==> config.mk <==
export PLATFORM = sky130hd
export DESIGN_NAME = bpdc_top
export DESIGN_NICKNAME = d
export VERILOG_FILES = /design/src/rtl/bpdc_pkg.sv /design/src/rtl/bpdc_port.sv /design/src/rtl/bpdc_top.sv
export SDC_FILE = /design/constraint.sdc
export NUM_CORES = 1
export LEC_CHECK = 0
export ABC_AREA = 1
export BUFFER_PORTS_ARGS = -buffer_cell sky130_fd_sc_hd__buf_4
export CAP_MARGIN = 20
export CORE_MARGIN = 2
export CORE_UTILIZATION = 30
export CTS_CLUSTER_DIAMETER = 150
export DETAILED_ROUTE_END_ITERATION = 12
export GPL_TIMING_DRIVEN = 0
export PLACE_DENSITY_LB_ADDON = 0.15
export SKIP_LAST_GASP = 1
export SLEW_MARGIN = 25
export SYNTH_ARGS = -nofsm -noshare
export SYNTH_HDL_FRONTEND = slang
export SYNTH_SLANG_ARGS = --single-unit
==> constraint.sdc <==
create_clock -name pclk -period 1.9 [get_ports pclk]
set_clock_uncertainty 0.05 [all_clocks]
set_input_delay 0.095 -clock pclk [delete_from_list [all_inputs] [get_ports pclk]]
set_output_delay 0.095 -clock pclk [all_outputs]
set_load 0.01 [all_outputs]
==> src/rtl/bpdc_pkg.sv <==
// Constants shared by the port direction and data block.
// Assumes APB word access; each register index sits at byte address 4*index.
package bpdc_pkg;

  localparam int              PORT_W         = 4;
  localparam int              REG_IDX_W      = 8;
  localparam int              IDX_LSB        = 2;
  localparam int              IDX_MSB        = 9;

  // ----------------------------------------------------------------
  // Register indices (byte address is four times the index)
  // ----------------------------------------------------------------
  localparam logic [7:0]      IDX_GROUP_DIR  = 8'h27;
  localparam logic [7:0]      IDX_THIRD_DIR  = 8'h35;
  localparam logic [7:0]      IDX_B_DIR      = 8'h36;
  localparam logic [7:0]      IDX_A_DIR      = 8'h37;
  localparam logic [7:0]      IDX_A_DATA     = 8'h40;
  localparam logic [7:0]      IDX_B_DATA     = 8'h41;
  localparam logic [7:0]      IDX_THIRD_DATA = 8'h42;
  localparam logic [7:0]      IDX_GROUP_DATA = 8'h43;

  // ----------------------------------------------------------------
  // Reset values and field layouts
  // ----------------------------------------------------------------
  localparam logic [3:0]      DIR_RESET      = 4'h0;
  localparam logic [3:0]      LATCH_RESET    = 4'h0;
  localparam logic [3:0]      A_RAW_MASK     = 4'hc;
  localparam logic [3:0]      NO_RAW_MASK    = 4'h0;
  localparam logic [3:0]      ALL_OUT        = 4'hf;
  localparam logic [1:0]      ALIGN_ZERO     = 2'h0;
  localparam logic [31:0]     RDATA_ZERO     = 32'h0;

endpackage

==> src/rtl/bpdc_port.sv <==
// One 4-bit port: direction select, output latch and read-back mux.
// Assumes the parent decodes the bus and gives one-cycle write strobes.
`timescale 1ns/1ps
`default_nettype none
module bpdc_port #(
  parameter int              W        = 4,
  parameter bit              GROUP    = 1'b0,
  parameter logic [W-1:0]    RAW_MASK = '0
) (
  input  wire logic          pclk,
  input  wire logic          presetn,
  input  wire logic          dir_clear,
  input  wire logic          dir_wr,
  input  wire logic          data_wr,
  input  wire logic [W-1:0]  wdata,
  input  wire logic [W-1:0]  pin_in,
  output logic      [W-1:0]  pin_out,
  output logic      [W-1:0]  pin_oe,
  output logic      [W-1:0]  dir_rd,
  output logic      [W-1:0]  data_rd
);
  import bpdc_pkg::*;

  logic [W-1:0] dir_ff;
  logic [W-1:0] nxt_dir;
  logic [W-1:0] latch_ff;

  assign nxt_dir = GROUP ? {W{wdata[0]}} : wdata;

  // any reset source forces input mode.
  always_ff @(posedge pclk or negedge presetn) begin
    if (!presetn) begin
      dir_ff <= DIR_RESET[W-1:0];
    end else if (dir_clear) begin
      dir_ff <= DIR_RESET[W-1:0];
    end else if (dir_wr) begin
      dir_ff <= nxt_dir;
    end
  end

  // latch is written whatever the direction.
  always_ff @(posedge pclk or negedge presetn) begin
    if (!presetn) begin
      latch_ff <= LATCH_RESET[W-1:0];
    end else if (data_wr) begin
      latch_ff <= wdata;
    end
  end

  assign pin_oe  = dir_ff;
  assign pin_out = latch_ff;
  // The group select shows one bit; the upper bits are fixed at zero.
  assign dir_rd  = GROUP ? {{(W-1){1'b0}}, dir_ff[0]} : dir_ff;
  assign data_rd = (dir_ff & ~RAW_MASK & latch_ff) |
                   (~(dir_ff & ~RAW_MASK) & pin_in);

endmodule
`default_nettype wire

==> src/rtl/bpdc_top.sv <==
// Top of the four-port direction and data block with its APB slave.
// Assumes pins are synchronous to pclk; the pad ring resolves pin levels
// from the output enables.
`timescale 1ns/1ps
`default_nettype none
module bpdc_top #(
  parameter int                        PADDR_W = 12
) (
  input  wire logic                    pclk,
  input  wire logic                    presetn,
  input  wire logic                    psel,
  input  wire logic                    penable,
  input  wire logic                    pwrite,
  input  wire logic [PADDR_W-1:0]      paddr,
  input  wire logic [31:0]             pwdata,
  input  wire logic [3:0]              pstrb,
  output logic      [31:0]             prdata,
  output logic                         pready,
  output logic                         pslverr,
  input  wire logic                    clk_stop_reset,
  input  wire logic                    ce_reset,
  input  wire logic [bpdc_pkg::PORT_W-1:0] first_bit_port_in,
  output logic      [bpdc_pkg::PORT_W-1:0] first_bit_port_out,
  output logic      [bpdc_pkg::PORT_W-1:0] first_bit_port_oe,
  input  wire logic [bpdc_pkg::PORT_W-1:0] second_bit_port_in,
  output logic      [bpdc_pkg::PORT_W-1:0] second_bit_port_out,
  output logic      [bpdc_pkg::PORT_W-1:0] second_bit_port_oe,
  input  wire logic [bpdc_pkg::PORT_W-1:0] third_bit_port_in,
  output logic      [bpdc_pkg::PORT_W-1:0] third_bit_port_out,
  output logic      [bpdc_pkg::PORT_W-1:0] third_bit_port_oe,
  input  wire logic [bpdc_pkg::PORT_W-1:0] group_port_in,
  output logic      [bpdc_pkg::PORT_W-1:0] group_port_out,
  output logic      [bpdc_pkg::PORT_W-1:0] group_port_oe
);
  import bpdc_pkg::*;

  // ----------------------------------------------------------------
  // Address decode
  // ----------------------------------------------------------------
  function automatic logic [REG_IDX_W-1:0] reg_index(
    input logic [PADDR_W-1:0] addr
  );
    reg_index = addr[IDX_MSB:IDX_LSB];
  endfunction

  // Upper address bits must be zero, so no register has an alias.
  function automatic logic in_map(input logic [PADDR_W-1:0] addr);
    logic [REG_IDX_W-1:0] idx;
    idx = addr[IDX_MSB:IDX_LSB];
    in_map = 1'b0;
    if ((addr[1:0] == ALIGN_ZERO) && (addr[PADDR_W-1:IDX_MSB+1] == '0)) begin
      case (idx)
        IDX_GROUP_DIR, IDX_THIRD_DIR, IDX_B_DIR, IDX_A_DIR,
        IDX_A_DATA, IDX_B_DATA, IDX_THIRD_DATA, IDX_GROUP_DATA: begin
          in_map = 1'b1;
        end
        default: begin
          in_map = 1'b0;
        end
      endcase
    end
  endfunction

  logic                 mapped;
  logic [REG_IDX_W-1:0] idx;
  logic                 setup_phase;
  logic                 wr_take;
  logic                 dir_clear;

  assign mapped      = in_map(paddr);
  assign idx         = reg_index(paddr);
  assign setup_phase = psel && !penable;
  // Zero wait states: every access phase completes on its first edge.
  assign pready      = 1'b1;
  assign pslverr     = psel && penable && !mapped;
  // Only the low byte holds register bits, so pstrb[0] alone gates writes.
  assign wr_take     = psel && penable && pwrite && pstrb[0] && mapped;
  assign dir_clear   = clk_stop_reset || ce_reset;

  // ----------------------------------------------------------------
  // Ports
  // ----------------------------------------------------------------
  logic [PORT_W-1:0] a_dir_rd;
  logic [PORT_W-1:0] a_data_rd;
  logic [PORT_W-1:0] b_dir_rd;
  logic [PORT_W-1:0] b_data_rd;
  logic [PORT_W-1:0] t_dir_rd;
  logic [PORT_W-1:0] t_data_rd;
  logic [PORT_W-1:0] g_dir_rd;
  logic [PORT_W-1:0] g_data_rd;

  // first port direction at its own index.
  // two pins of the first port always read their level.
  bpdc_port #(
    .W        (PORT_W),
    .GROUP    (1'b0),
    .RAW_MASK (A_RAW_MASK)
  ) u_first (
    .pclk     (pclk),
    .presetn  (presetn),
    .dir_clear(dir_clear),
    .dir_wr   (wr_take && (idx == IDX_A_DIR)),
    .data_wr  (wr_take && (idx == IDX_A_DATA)),
    .wdata    (pwdata[PORT_W-1:0]),
    .pin_in   (first_bit_port_in),
    .pin_out  (first_bit_port_out),
    .pin_oe   (first_bit_port_oe),
    .dir_rd   (a_dir_rd),
    .data_rd  (a_data_rd)
  );

  // second port direction at its own index.
  bpdc_port #(
    .W        (PORT_W),
    .GROUP    (1'b0),
    .RAW_MASK (NO_RAW_MASK)
  ) u_second (
    .pclk     (pclk),
    .presetn  (presetn),
    .dir_clear(dir_clear),
    .dir_wr   (wr_take && (idx == IDX_B_DIR)),
    .data_wr  (wr_take && (idx == IDX_B_DATA)),
    .wdata    (pwdata[PORT_W-1:0]),
    .pin_in   (second_bit_port_in),
    .pin_out  (second_bit_port_out),
    .pin_oe   (second_bit_port_oe),
    .dir_rd   (b_dir_rd),
    .data_rd  (b_data_rd)
  );

  // third port, one bit per pin.
  bpdc_port #(
    .W        (PORT_W),
    .GROUP    (1'b0),
    .RAW_MASK (NO_RAW_MASK)
  ) u_third (
    .pclk     (pclk),
    .presetn  (presetn),
    .dir_clear(dir_clear),
    .dir_wr   (wr_take && (idx == IDX_THIRD_DIR)),
    .data_wr  (wr_take && (idx == IDX_THIRD_DATA)),
    .wdata    (pwdata[PORT_W-1:0]),
    .pin_in   (third_bit_port_in),
    .pin_out  (third_bit_port_out),
    .pin_oe   (third_bit_port_oe),
    .dir_rd   (t_dir_rd),
    .data_rd  (t_data_rd)
  );

  // group port, one select bit for all pins.
  bpdc_port #(
    .W        (PORT_W),
    .GROUP    (1'b1),
    .RAW_MASK (NO_RAW_MASK)
  ) u_group (
    .pclk     (pclk),
    .presetn  (presetn),
    .dir_clear(dir_clear),
    .dir_wr   (wr_take && (idx == IDX_GROUP_DIR)),
    .data_wr  (wr_take && (idx == IDX_GROUP_DATA)),
    .wdata    (pwdata[PORT_W-1:0]),
    .pin_in   (group_port_in),
    .pin_out  (group_port_out),
    .pin_oe   (group_port_oe),
    .dir_rd   (g_dir_rd),
    .data_rd  (g_data_rd)
  );

  // ----------------------------------------------------------------
  // Read data
  // ----------------------------------------------------------------
  // Unmapped reads return zero so software never sees a stale word.
  logic [31:0] prdata_ff;
  logic [31:0] nxt_prdata;

  // data index returns the port read-back value.
  always_comb begin
    nxt_prdata = RDATA_ZERO;
    case (idx)
      IDX_A_DIR:      nxt_prdata[PORT_W-1:0] = a_dir_rd;
      IDX_B_DIR:      nxt_prdata[PORT_W-1:0] = b_dir_rd;
      IDX_THIRD_DIR:  nxt_prdata[PORT_W-1:0] = t_dir_rd;
      IDX_GROUP_DIR:  nxt_prdata[PORT_W-1:0] = g_dir_rd;
      IDX_A_DATA:     nxt_prdata[PORT_W-1:0] = a_data_rd;
      IDX_B_DATA:     nxt_prdata[PORT_W-1:0] = b_data_rd;
      IDX_THIRD_DATA: nxt_prdata[PORT_W-1:0] = t_data_rd;
      IDX_GROUP_DATA: nxt_prdata[PORT_W-1:0] = g_data_rd;
      default:        nxt_prdata = RDATA_ZERO;
    endcase
    if (!mapped) begin
      nxt_prdata = RDATA_ZERO;
    end
  end

  // Pins are sampled in the setup cycle so the access phase needs no wait.
  always_ff @(posedge pclk or negedge presetn) begin
    if (!presetn) begin
      prdata_ff <= RDATA_ZERO;
    end else if (setup_phase && !pwrite) begin
      prdata_ff <= nxt_prdata;
    end
  end

  assign prdata = prdata_ff;

  // ----------------------------------------------------------------
  // Checks
  // ----------------------------------------------------------------
  // These watch the pins, the bus outputs prdata, pslverr and pready, and the first port direction read-back.
  oe_from_dir_a: assert property (
    @(posedge pclk) disable iff (!presetn)
    !$stable(second_bit_port_oe) |->
      $past(wr_take && (idx == IDX_B_DIR)) || $past(dir_clear))
    else $error("Output enable moved without a direction write.");

  a_dir_write_a: assert property (
    @(posedge pclk) disable iff (!presetn)
    (wr_take && (idx == IDX_A_DIR) && !dir_clear) |=>
      (first_bit_port_oe == $past(pwdata[PORT_W-1:0])) &&
      (a_dir_rd == first_bit_port_oe))
    else $error("First port direction write did not land.");

  b_dir_write_a: assert property (
    @(posedge pclk) disable iff (!presetn)
    (wr_take && (idx == IDX_B_DIR) && !dir_clear) |=>
      second_bit_port_oe == $past(pwdata[PORT_W-1:0]))
    else $error("Second port direction write did not land.");

  third_dir_write_a: assert property (
    @(posedge pclk) disable iff (!presetn)
    (wr_take && (idx == IDX_THIRD_DIR) && !dir_clear) |=>
      third_bit_port_oe == $past(pwdata[PORT_W-1:0]))
    else $error("Third port direction write did not land.");

  group_oe_equal_a: assert property (
    @(posedge pclk) disable iff (!presetn)
    (group_port_oe == ALL_OUT) || (group_port_oe == DIR_RESET))
    else $error("Group port pins differ in direction.");

  dir_clear_all_a: assert property (
    @(posedge pclk) disable iff (!presetn)
    dir_clear |=> (first_bit_port_oe == DIR_RESET) &&
      (second_bit_port_oe == DIR_RESET) &&
      (third_bit_port_oe == DIR_RESET) && (group_port_oe == DIR_RESET))
    else $error("Direction bits survived a reset source.");

  input_read_a: assert property (
    @(posedge pclk) disable iff (!presetn)
    (setup_phase && !pwrite && mapped && (idx == IDX_B_DATA) &&
      (second_bit_port_oe == DIR_RESET)) |=>
      prdata[PORT_W-1:0] == $past(second_bit_port_in))
    else $error("Input pin read did not return the pin level.");

  latch_write_a: assert property (
    @(posedge pclk) disable iff (!presetn)
    (wr_take && (idx == IDX_THIRD_DATA)) |=>
      third_bit_port_out == $past(pwdata[PORT_W-1:0]))
    else $error("Data write did not update the output latch.");

  output_read_a: assert property (
    @(posedge pclk) disable iff (!presetn)
    (setup_phase && !pwrite && mapped && (idx == IDX_B_DATA) &&
      (second_bit_port_oe == ALL_OUT)) |=>
      prdata[PORT_W-1:0] == $past(second_bit_port_out))
    else $error("Output pin read did not return the latch.");

  raw_pins_read_a: assert property (
    @(posedge pclk) disable iff (!presetn)
    (setup_phase && !pwrite && mapped && (idx == IDX_A_DATA)) |=>
      (prdata[PORT_W-1:0] & A_RAW_MASK) ==
      ($past(first_bit_port_in) & A_RAW_MASK))
    else $error("Raw pins of the first port did not read their level.");

  unmapped_err_a: assert property (
    @(posedge pclk) disable iff (!presetn)
    (psel && penable && !mapped) |-> pslverr && pready)
    else $error("Unmapped access was not flagged.");

  strobe_gate_a: assert property (
    @(posedge pclk) disable iff (!presetn)
    (psel && penable && pwrite && !pstrb[0] && !dir_clear) |=>
      $stable(first_bit_port_oe))
    else $error("Write without the low strobe changed a direction.");

  group_dir_all_a: assert property (
    @(posedge pclk) disable iff (!presetn)
    (wr_take && (idx == IDX_GROUP_DIR) && !dir_clear) |=>
      group_port_oe == {PORT_W{$past(pwdata[0])}})
    else $error("Group direction write did not set all pins.");

  group_latch_write_a: assert property (
    @(posedge pclk) disable iff (!presetn)
    (wr_take && (idx == IDX_GROUP_DATA)) |=>
      group_port_out == $past(pwdata[PORT_W-1:0]))
    else $error("Group data write did not update the latch.");

  read_hold_a: assert property (
    @(posedge pclk) disable iff (!presetn)
    !(setup_phase && !pwrite) |=> $stable(prdata))
    else $error("Read data moved without a read setup.");

endmodule
`default_nettype wire

# After elaboration in Yosys (flattened, before gate mapping)
# Cells that the tools add are included.
# Widths: inputs -> output; s select.
[classes]
reduce_logical = 27
shifts = 0
order_cmp = 0
mux = 12
add_sub_neg = 0
div_mod_pow = 0
bitwise = 16
eq_ne = 8
n_mul = 0
[ops]
columns = ["operator", "n"]
rows = [
  ["$mux 4", 9],
  ["$eq 8x6->1 const B", 4],
  ["$eq 8x7->1 const B", 4],
  ["$pmux 4 s8", 1],
  ["$and 4x4->4", 7],
  ["$logic_and 1x1->1", 16],
  ["$or 4x4->4", 4],
  ["$not 4->4", 3],
  ["$reduce_bool 2->1", 4],
  ["$reduce_or 8->1", 1],
  ["$and 2x4->4", 1],
  ["$logic_not 2->1", 2],
  ["$not 2->4", 1],
  ["$logic_not 1->1", 3],
  ["$mux 1", 2],
  ["$logic_or 1x1->1", 1],
]
[totals]
rom_bits = 0
regBits = 64
out_inout_bits = 66
latchBits = 0
ram_bits = 0
mem_count = 0

# Depth between registers and ports, before layout
# Gate-level depths: netlist of run 1.
[logic_depth]
ltp_word = 8
mapped_depth = 11

# By module
# Synthesis of run 1 repeated with hierarchy kept, for this count alone.
[unflattened]
hier_cells = 364
hier_area_um2 = 2442.3
[modules_own_cells]
columns = ["mod", "n_inst", "area_each_um2", "cells_each"]
rows = [
  ["bpdc_top", 1, 968.4, 175],
  ["bpdc_port (u_second ...)", 2, 390.4, 50],
  ["bpdc_port (u_first)", 1, 380.4, 46],
  ["bpdc_port (u_group)", 1, 312.8, 43],
]

# Worst setup path before layout of run 1
# No wires, ideal clock.
[synth_path]
kind = "flip-flop to flip-flop"
from = "reg u_group.dir_ff[2], in the netlist u_group.pin_oe[2]"
to = "reg prdata_ff[2], in the netlist prdata[2]"
path_slack_ns = 0.574
stages_incl_launch_ff = 9
t_arrival_ns = 1.158
path_cell_list = "dfrtp_1 -> clkbuf_1 -> o21ai_0 -> nand3_1 -> nand2_1 -> nor2_1 -> nand2_1 -> nand3_1 -> nand2_1"
[synth_via]
elab_chain_len = 5
word_cells_on_any_way = 6
[synth_lines]
columns = ["element", "line", "source"]
rows = [
  ["start, declared", "bpdc_port.sv:24", "logic [W-1:0] dir_ff;"],
  ["start signal, assigned", "bpdc_port.sv:33", "dir_ff <= DIR_RESET[W-1:0];"],
  ["start signal, assigned", "bpdc_port.sv:35", "dir_ff <= DIR_RESET[W-1:0];"],
  ["start signal, assigned", "bpdc_port.sv:37", "dir_ff <= nxt_dir;"],
  ["$not 4->4", "bpdc_port.sv:55", "(~(dir_ff & ~RAW_MASK) & pin_in);"],
  ["$and 4x4->4", "bpdc_port.sv:55", ""],
  ["$or 4x4->4 (*)", "bpdc_port.sv:54", "assign data_rd = (dir_ff & ~RAW_MASK & latch_ff) |"],
  ["$pmux 4 s8 (*)", "bpdc_top.sv:179", "case (idx)"],
  ["$mux 4 (*)", "bpdc_top.sv:190", "if (!mapped) begin"],
  ["end signal, assigned", "bpdc_top.sv:200", "prdata_ff <= nxt_prdata;"],
  ["end, declared", "bpdc_top.sv:173", "logic [31:0] prdata_ff;"],
]
# Every way passes the cells marked *; elsewhere a longest branch is shown, timed or not.
# A chain may end at the register's enable or synchronous reset.

==> results of run 1 <==
-- cell usage after synthesis --
library cell  number  area, um2
nand2_2            3       18.8
nand3_1           38        190
nor2_1            36        135
o21ai_0           12       60.1
nor3_2             1       10.0
nand4_1           32        200
clkbuf_1           2       7.51
nand2_1          110        413
buf_8              3       45.0
a21oi_1            1       5.00
dfrtp_1           33        826
inv_2              4       15.0
buf_4             32        240
inv_1             34        128
nor3_1             2       10.0
nand3_2            1       10.0
nor2_4             5       56.3
nor2_8             1       20.0
nand2_4            1       11.3
buf_2              4       20.0
conb_1             2       7.51
nor2_2             2       12.5
-- placed cells by master (no fill, tap or decap), drive strengths merged --
master and count:
buf 115, nand3 39, inv 38, o21ai 12
a21oi 1, nor3 3, nor2 44, bufinv 1
clkbuf 8, nand2 114, conb 29, dfrtp 33
nand4 32, dlygate4sd3 1, clkinvlp 1
-- cell families (layout without fill, tap and decap cells) --
family                 Yosys count  in the layout  share of synthesized area, %
AO/OA/AOI/OAI                   13             13                          2.67
buffers and inverters           79            164                          18.7
flip-flops                      33             33                          33.8
other                            2             29                         0.308
AND/OR/NAND/NOR                232            232                          44.5
-- layer usage --
layer  global-route usage (%)  up-vias  wire length [um]  share of wire [%]
li1                         -     1322                 -                  -
met1                     23.3     1123              3320                 44
met2                     28.7       86              3690                 48
met3                     3.45       11               478                6.3
met4                     5.31        0               123                1.6
met5                        0        -                 0                  0
-- per-stage QoR --
stage / hold slack [ns] / area [um2] / util (%)
4_1_cts: 0.0352 / 3370 / 43.2
2_1_floorplan: -0.251 / 2540 / -
3_3_place_gp: 0.0165 / 3240 / 41.5
6_report: 0.0344 / 3370 / 43.2
3_5_place_dp: 0.0268 / 3240 / 41.5
5_1_grt: 0.0470 / 3370 / 43.2
-- cell type report --
type | instances | share of cell area, %
clock inverter | 2 | 1.11
buffer | 41 | 9.28
inverter | 38 | 4.23
sequential | 33 | 24.5
clock buffer | 6 | 2.45
tap | 102 | 3.79
multi-input combinational | 274 | 37.4
timing repair buffer | 77 | 17.2
-- registers in the layout, indices dropped and copies added (netlist names) --
signal / flops
u_group.pin_out: 4
prdata: 4
u_second.dir_rd: 4
u_third.pin_out: 4
u_first.pin_out: 4
u_group.pin_oe: 1
u_first.dir_rd: 4
u_third.dir_rd: 4
u_second.pin_out: 4
-- worst reg2reg max path, stage by stage (launching register included) --
cell and delay, ns:
dfrtp_1 0.41, clkbuf_1 0.34, o21ai_0 0.20, nand3_1 0.13, nand2_1 0.08, nor2_1 0.10
nand2_1 0.07, nand2_1 0.06, nand2_1 0.04
-- worst min path at each step --
stage / endpoint / from / slack [ns]
after floorplan: prdata[0] / presetn / -0.25
after global placement: u_third.pin_out[1] / presetn / 0.02
after detailed placement: u_third.pin_out[1] / presetn / 0.03
after CTS: prdata[2] / pwrite / 0.04
after global routing: prdata[2] / penable / 0.05
final: prdata[2] / pwrite / 0.03
-- what timing repair did --
item / 4_1_cts / 5_1_grt
setup buffers: 0 / 0
hold buffers: 1 / 0
hold endpoints to repair: 33 / 0
-- report_power, final --
part / internal [mW] / leakage [nW] / switching [mW]
Combinational: 0.114 / 1.47 / 0.133
Sequential: 0.702 / 0.461 / 0.0000114
Clock: 0.427 / 0.0574 / 0.303
==> run summary, run 1 <==
crit path max-delay cell type = dfrtp_1
starting density of the core = 31.3%
area of the multi-input gates = 1260 um2
Top cell by count, worst path = nand2_1
DP Worst Slack = 0.286 ns
nature of the critical path startpoint = flip-flop
sequential cell area = 826 um2
crit path launch = u_group.pin_oe[2]
Fill cells = 819
pwr/cell area = 498 nW/um2
Final TNS setup = 0 ns
CP Data Arrival Time = 1.72 ns
Setup CP Type = reg2reg
CP max stage delay = 0.41 ns
Routability Congestion = 0.903
placed cells = 564
Worst R2R End = prdata[0]
clock sinks = 33
Area Growth Syn to Fin = 38.1%
final critical-path share of the clock period = 82.9%
max cap viols = 0
Crit. path cell count = 8
synth unique cells = 22
Max Fclk = 635 MHz
vias in the first global route = 2,402
diodes inserted = 0
#FFs+latches synth = 33
post-route antenna net violation count = 0
unrepaired setup endpoints after global routing = false
GRT Overall Usage = 17.5%
cells on worst reg2reg path = 8
io pins = 137
initial antenna violation count = 0
Final Hold Vio Count = 0
die width = 94.2 um
DR pass1 iterations = 4
r2r startpoint = u_group.pin_oe[2]
final max-slew violation count = 0
row count = 32
drt total wl = 7620 um
first-pass GRT wire length = 11,900 um
die area = 8870 um2
Post-Layout Cell Count = 573
setup slack, reg-to-reg = 0.33 ns
vias per cell = 4.44
Setup crit end kind = flip-flop
Final min period = 1.57 ns
Routed WL per cell = 13.3 um
die height = 94.2 um
critical path endpoint = prdata[0]
Leak Pwr = 1.99 nW
min-delay worst type = in2reg
residual DRC count = 0
Yosys warning count = 0
setup ws final = 0.325 ns
CP Cell Sequence = clkbuf_1, o21ai_0, nand3_1, nand2_1, nor2_1, nand2_1, nand2_1, nand2_1
Post-Syn Area = 2440 um2
Max IR drop VDD = 0.220 mV
DP HPWL = 6090 um
layout cells sized above 1 = 29.9%
IO Port Bufs = 76
Min-Delay Path Depth = 4
H-tree Lvls = 2
core area = 7810 um2
total gr overflow = 0
# setup viols final = 0
initial DRC count = 129
root buf cell = clkbuf_8
Reg clk slew, reported paths = 0.08 ns
CTS resizes = 0
vias = 2,542
Data required, critical path = 2.04 ns
critical path fanouts, max = 10
Cells after Synth = 359
synthesized area per cell = 6.80 um2
largest net degree at the start of global routing = 34
Clock Latency Late Sink = 0.29 ns
final net count = 541
CTS buffer count = 5
kind of cell adding the most delay to the critical path = simple AND/OR/NAND/NOR gates
run status = complete, no violations
CTS tree = built
total power = 1.68 mW
Worst Path Buf+Inv = 1
fraction of the yosys area taken by sequential cells = 33.8%
Max Root-Sink Buffers = 2
Power figures use the tool's default switching activity.
==> inputs of run 2 (changes only) <==
Clock period 1.9 ns to 1.5 ns, I/O delays scaled along.
==> run summary, run 2 (synthesis results as in run 1) <==
die width = 94.2 um
DR pass1 iterations = 4
cells on worst reg2reg path = 7
Post-Layout Cell Count = 574
sequential power share = 41.8%
Min-Delay Path Depth = 4
nature of the critical path startpoint = input port
largest net degree at the start of global routing = 34
Reg clk slew, reported paths = 0.08 ns
pwr/cell area = 628 nW/um2
total power = 2.13 mW
IO Port Bufs = 76
core area = 7810 um2
initial DRC count = 94
critical path fanouts, max = 10
H-tree Lvls = 2
die area = 8870 um2
run status = complete, no violations
clock sinks = 33
layout cells sized above 1 = 30.5%
io pins = 137
Final Hold Vio Count = 0
CP Data Arrival Time = 1.30 ns
Max Root-Sink Buffers = 2
switching share of power = 25.9%
Routability Congestion = 0.903
total gr overflow = 0
CTS buffer count = 5
Psw = 0.552 mW
Final min period = 1.42 ns
residual DRC count = 0
Comb pwr share = 14.9%
Max Fclk = 704 MHz
CTS tree = built
Max IR drop VDD = 0.277 mV
placed cells = 564
diodes inserted = 0
GRT Overall Usage = 17.5%
# setup viols final = 0
post-route antenna net violation count = 0
initial antenna violation count = 0
vias in the first global route = 2,380
final critical-path share of the clock period = 94.7%
die height = 94.2 um
vias per cell = 4.43
DP HPWL = 6090 um
starting density of the core = 31.3%
Setup CP Type = in2out
Placement Cell Area = 3240 um2
Clock Latency Late Sink = 0.29 ns
Setup crit end kind = output port
drt total wl = 7590 um
Final Hold Slack = 0.0146 ns
post-route design area = 3390 um2
first-pass GRT wire length = 11,900 um
Routed WL per cell = 13.2 um
commonest non-fill, non-tap cells in the layout = nand2_1 (110), buf_4 (110), nand3_1 (38), nor2_1 (36), inv_1 (34)
Data required, critical path = 1.37 ns
root buf cell = clkbuf_8
Area Growth Syn to Fin = 38.9%
unrepaired setup endpoints after global routing = false
Leak Pwr = 2.00 nW
final max-slew violation count = 0
min-delay worst type = in2reg
Clock Power Share = 43.4%
P_int = 1.58 mW
vias = 2,543
max cap viols = 0
row count = 32
final net count = 542
[run 2: through the flow]
step / utilization [%] / setup slack (ns) / setup TNS [ns]
floorplan: - / 0.174 / 0
global placement: 41.5 / -0.0927 / -1.62
detailed placement: 41.5 / -0.0936 / -1.47
CTS: 43.2 / 0.0688 / 0
global route: 43.4 / 0.00910 / 0
finish: 43.4 / 0.0798 / 0
[run 2: critical path, cell delays in order]
cell,delay [ns]
buf_4,0.10
inv_1,0.04
nand2_1,0.07
nor3_4,0.25
inv_1,0.18
nor2_8,0.23
buf_8,0.16
nor2_1,0.04
buf_4,0.14
[run 2: power groups by stage]
stage / registers (mW) / logic [mW] / clock network [mW]
floorplan: 0.907 / 0.174 / 0
global placement: 0.906 / 0.307 / 0
detailed placement: 0.906 / 0.309 / 0
CTS: 0.889 / 0.314 / 0.931
global route: 0.889 / 0.352 / 0.975
finish: 0.889 / 0.316 / 0.923
[run 2: timing repair]
item | in CTS | in global routing
gates resized for setup | 1 | 1
endpoints found under the hold margin | 33 | 0
setup endpoints to repair | 4 | 3
pin swaps | 0 | 1
hold buffers | 1 | 0
buffers inserted | 0 | 2
[run 2: path summary, 6_finish.rpt]
kind,start,endpoint,slack (ns)
hold / removal,pwrite,prdata[2],0.01
setup reg to reg,u_group.pin_oe[2],prdata[0],0.17
min in group asynchronous,presetn,u_third.pin_out[1],0.21
setup / recovery,paddr[0],pslverr,0.08
max in group asynchronous,presetn,u_group.pin_oe[2],0.86
hold reg to reg,u_first.pin_out[3],u_first.pin_out[3],0.43
[run 2: cell type report]
type	instances	area, um2
Clock buffer	6	82.6
Fill cell	821	4420
Buffer	40	309
Inverter	38	143
Sequential cell	33	827
Tap cell	102	128
Multi-Input combinational cell	274	1270
Clock inverter	2	37.5
Timing Repair Buffer	79	596
[run 2: layer usage]
layer  vias up  wire length [um]  global-route usage, %
met1      1115              3310                   23.5
met5         -                 0                      0
met2        96              3650                   28.4
met4         0               123                   5.31
met3        11               504                   3.45
li1       1321                 -                      -
==> inputs of run 3 (changes only) <==
Settings changed: ABC_AREA 1 to not set, CORE_MARGIN 2 to not set.
Clock period 1.5 ns to 1.6 ns, I/O delays scaled along.
==> run summary, run 3 <==
Area Growth Syn to Fin = 46.5%
synth unique cells = 40
FFs w/ async S/R, synth = 100%
Max Fclk = 547 MHz
Final TNS setup = -0.259 ns
largest area contributor in the netlist = dfrtp_1
post-route design area = 3120 um2
root buf cell = clkbuf_8
top cell type's share of synthesized area = 38.8%
Compound-Gate Fraction of Synth Area = 7.35%
Clock Latency Late Sink = 0.29 ns
Max IR drop VDD = 0.302 mV
fraction of the yosys area taken by sequential cells = 38.8%
first-pass GRT wire length = 8760 um
Min-Delay Startpoint = clk_stop_reset
# setup viols final = 3
commonest non-fill, non-tap cells in the layout = buf_4 (119), dfrtp_1 (32), conb_1 (29), mux2_2 (19), mux2i_1 (19)
H-tree Lvls = 2
drt total wl = 5840 um
Cells after Synth = 195
clock sinks = 33
EDFF count, synth = 0
io pins = 137
Synth Area in Simple Gates = 14.4%
slew margin rel. = 66.3%
Max Root-Sink Buffers = 2
post-synthesis xor/xnor area fraction = 0%
unrepaired setup endpoints after global routing = true
layout cells sized above 1 = 52.5%
nature of the critical path startpoint = flip-flop
Routed WL per cell = 14.2 um
vias = 1,812
failing checks = setup timing
initial DRC count = 55
#FFs+latches synth = 33
Placement Cell Area = 2920 um2
Yosys warning count = 0
crit path launch = u_group.pin_oe[2]
Setup crit end kind = flip-flop
adder-cell share of the synthesized area = 0.471%
largest net degree at the start of global routing = 34
initial antenna violation count = 0
synthesized area per cell = 10.9 um2
DR pass1 iterations = 4
top cells by count, synth = buf_4 (33), dfrtp_1 (33), mux2_2 (21), mux2i_1 (20), nor2_1 (19)
row count = 30
post-synthesis mux area share = 25.1%
diodes inserted = 0
pwr/cell area = 585 nW/um2
vias in the first global route = 1,606
Final min period = 1.83 ns
CP Data Arrival Time = 1.95 ns
residual DRC count = 0
Leak Pwr = 1.69 nW
Reg clk slew, reported paths = 0.07 ns
starting density of the core = 31.1%
Routability Congestion = 0.816
most common cell after layout, fill and taps aside = buf_4
vias per cell = 4.40
total gr overflow = 0
Worst Tran Pin Value = 0.506 ns
core area = 6830 um2
min-delay worst type = in2reg
critical path fanouts, max = 2
top post-synthesis cells by area = dfrtp_1 (39%), buf_4 (12%), mux2_2 (11%)
CTS buffer count = 5
die area = 7430 um2
Setup CP Type = reg2reg
CTS tree = built
ys flop type = dfrtp_1
final max-slew violation count = 0
final critical-path share of the clock period = 114%
largest family of logic cells by synthesized area = multiplexers
DP HPWL = 4340 um
Post-Syn Area = 2130 um2
die width = 86.2 um
Final Hold Vio Count = 0
max cap viols = 0
r2r startpoint = u_group.pin_oe[2]
GRT Overall Usage = 15.9%
final net count = 386
run status = finished with violations
Data required, critical path = 1.72 ns
post-route antenna net violation count = 0
IO Port Bufs = 76
die height = 86.2 um
setup ws final = -0.230 ns
run 3: layout make-up:
class / instances / area [um2]
fillers: 687 / 3720
multi-input cells: 148 / 1130
flip-flops and latches: 33 / 827
repair buffers: 87 / 656
plain buffers: 38 / 275
well taps: 96 / 120
clock buffers: 7 / 96.3
inverters: 2 / 7.51
clock inverters: 1 / 5.00
run 3: cell families after synthesis:
logic type                 after synthesis
AOI/OAI and AO/OA                       20
DFF                                     33
other                                    2
adders and majority gates                1
muxes                                   47
buffers and inverters                   41
and+or+nand+nor                         51
run 3: report_power, final:
group          leakage [nW]  internal, mW  switching, mW
clock network        0.0542         0.389          0.307
logic                  1.17         0.151          0.143
registers             0.460         0.834       0.000201
run 3: per-stage QoR:
stage	util, %	hold slack (ns)	std cells	setup WS, ns	power [mW]
finish	45.6	0.0396	412	-0.230	1.82
global route	45.6	0.0472	412	-0.241	1.90
CTS	44.8	0.0354	406	-0.241	1.84
detailed placement	42.7	0.00408	394	-0.336	1.13
global placement	42.7	0.00176	394	-0.323	1.13
floorplan	-	-0.266	222	-0.244	0.999
run 3: critical path, stage by stage, from the launching register on:
cell and delay, ns:
dfrtp_2 0.45, mux2_4 0.30, mux4_2 0.48, a22o_1 0.25, a22o_1 0.18
run 3: worst paths after layout:
check | endpoint | slack (ns) | cells after the start
max in group asynchronous | u_group.pin_oe[2] | 0.95 | 2
setup reg to reg | prdata[3] | -0.23 | 4
setup / recovery | prdata[3] | -0.23 | 4
hold reg to reg | u_first.pin_out[2] | 0.47 | 1
min in group asynchronous | u_second.pin_out[3] | 0.22 | 2
hold / removal | u_second.dir_rd[3] | 0.04 | 3
run 3: repair_timing:
action                                  4_1_cts  5_1_grt
resized for setup                             3        4
buffers inserted                              4        6
hold buffers                                  1        0
pin swaps                                     1        4
endpoints found under the hold margin        33        0
endpoints found under the setup margin        3        7
run 3: layer usage:
| layer | vias to the layer above | global-route usage (%) | routed length (um) |
|---|---|---|---|
| li1 | 882 | - | - |
| met1 | 840 | 21.8 | 2680 |
| met2 | 85 | 25.3 | 2670 |
| met3 | 5 | 3.52 | 431 |
| met4 | 0 | 4.09 | 55 |
| met5 | - | 0 | 0 |
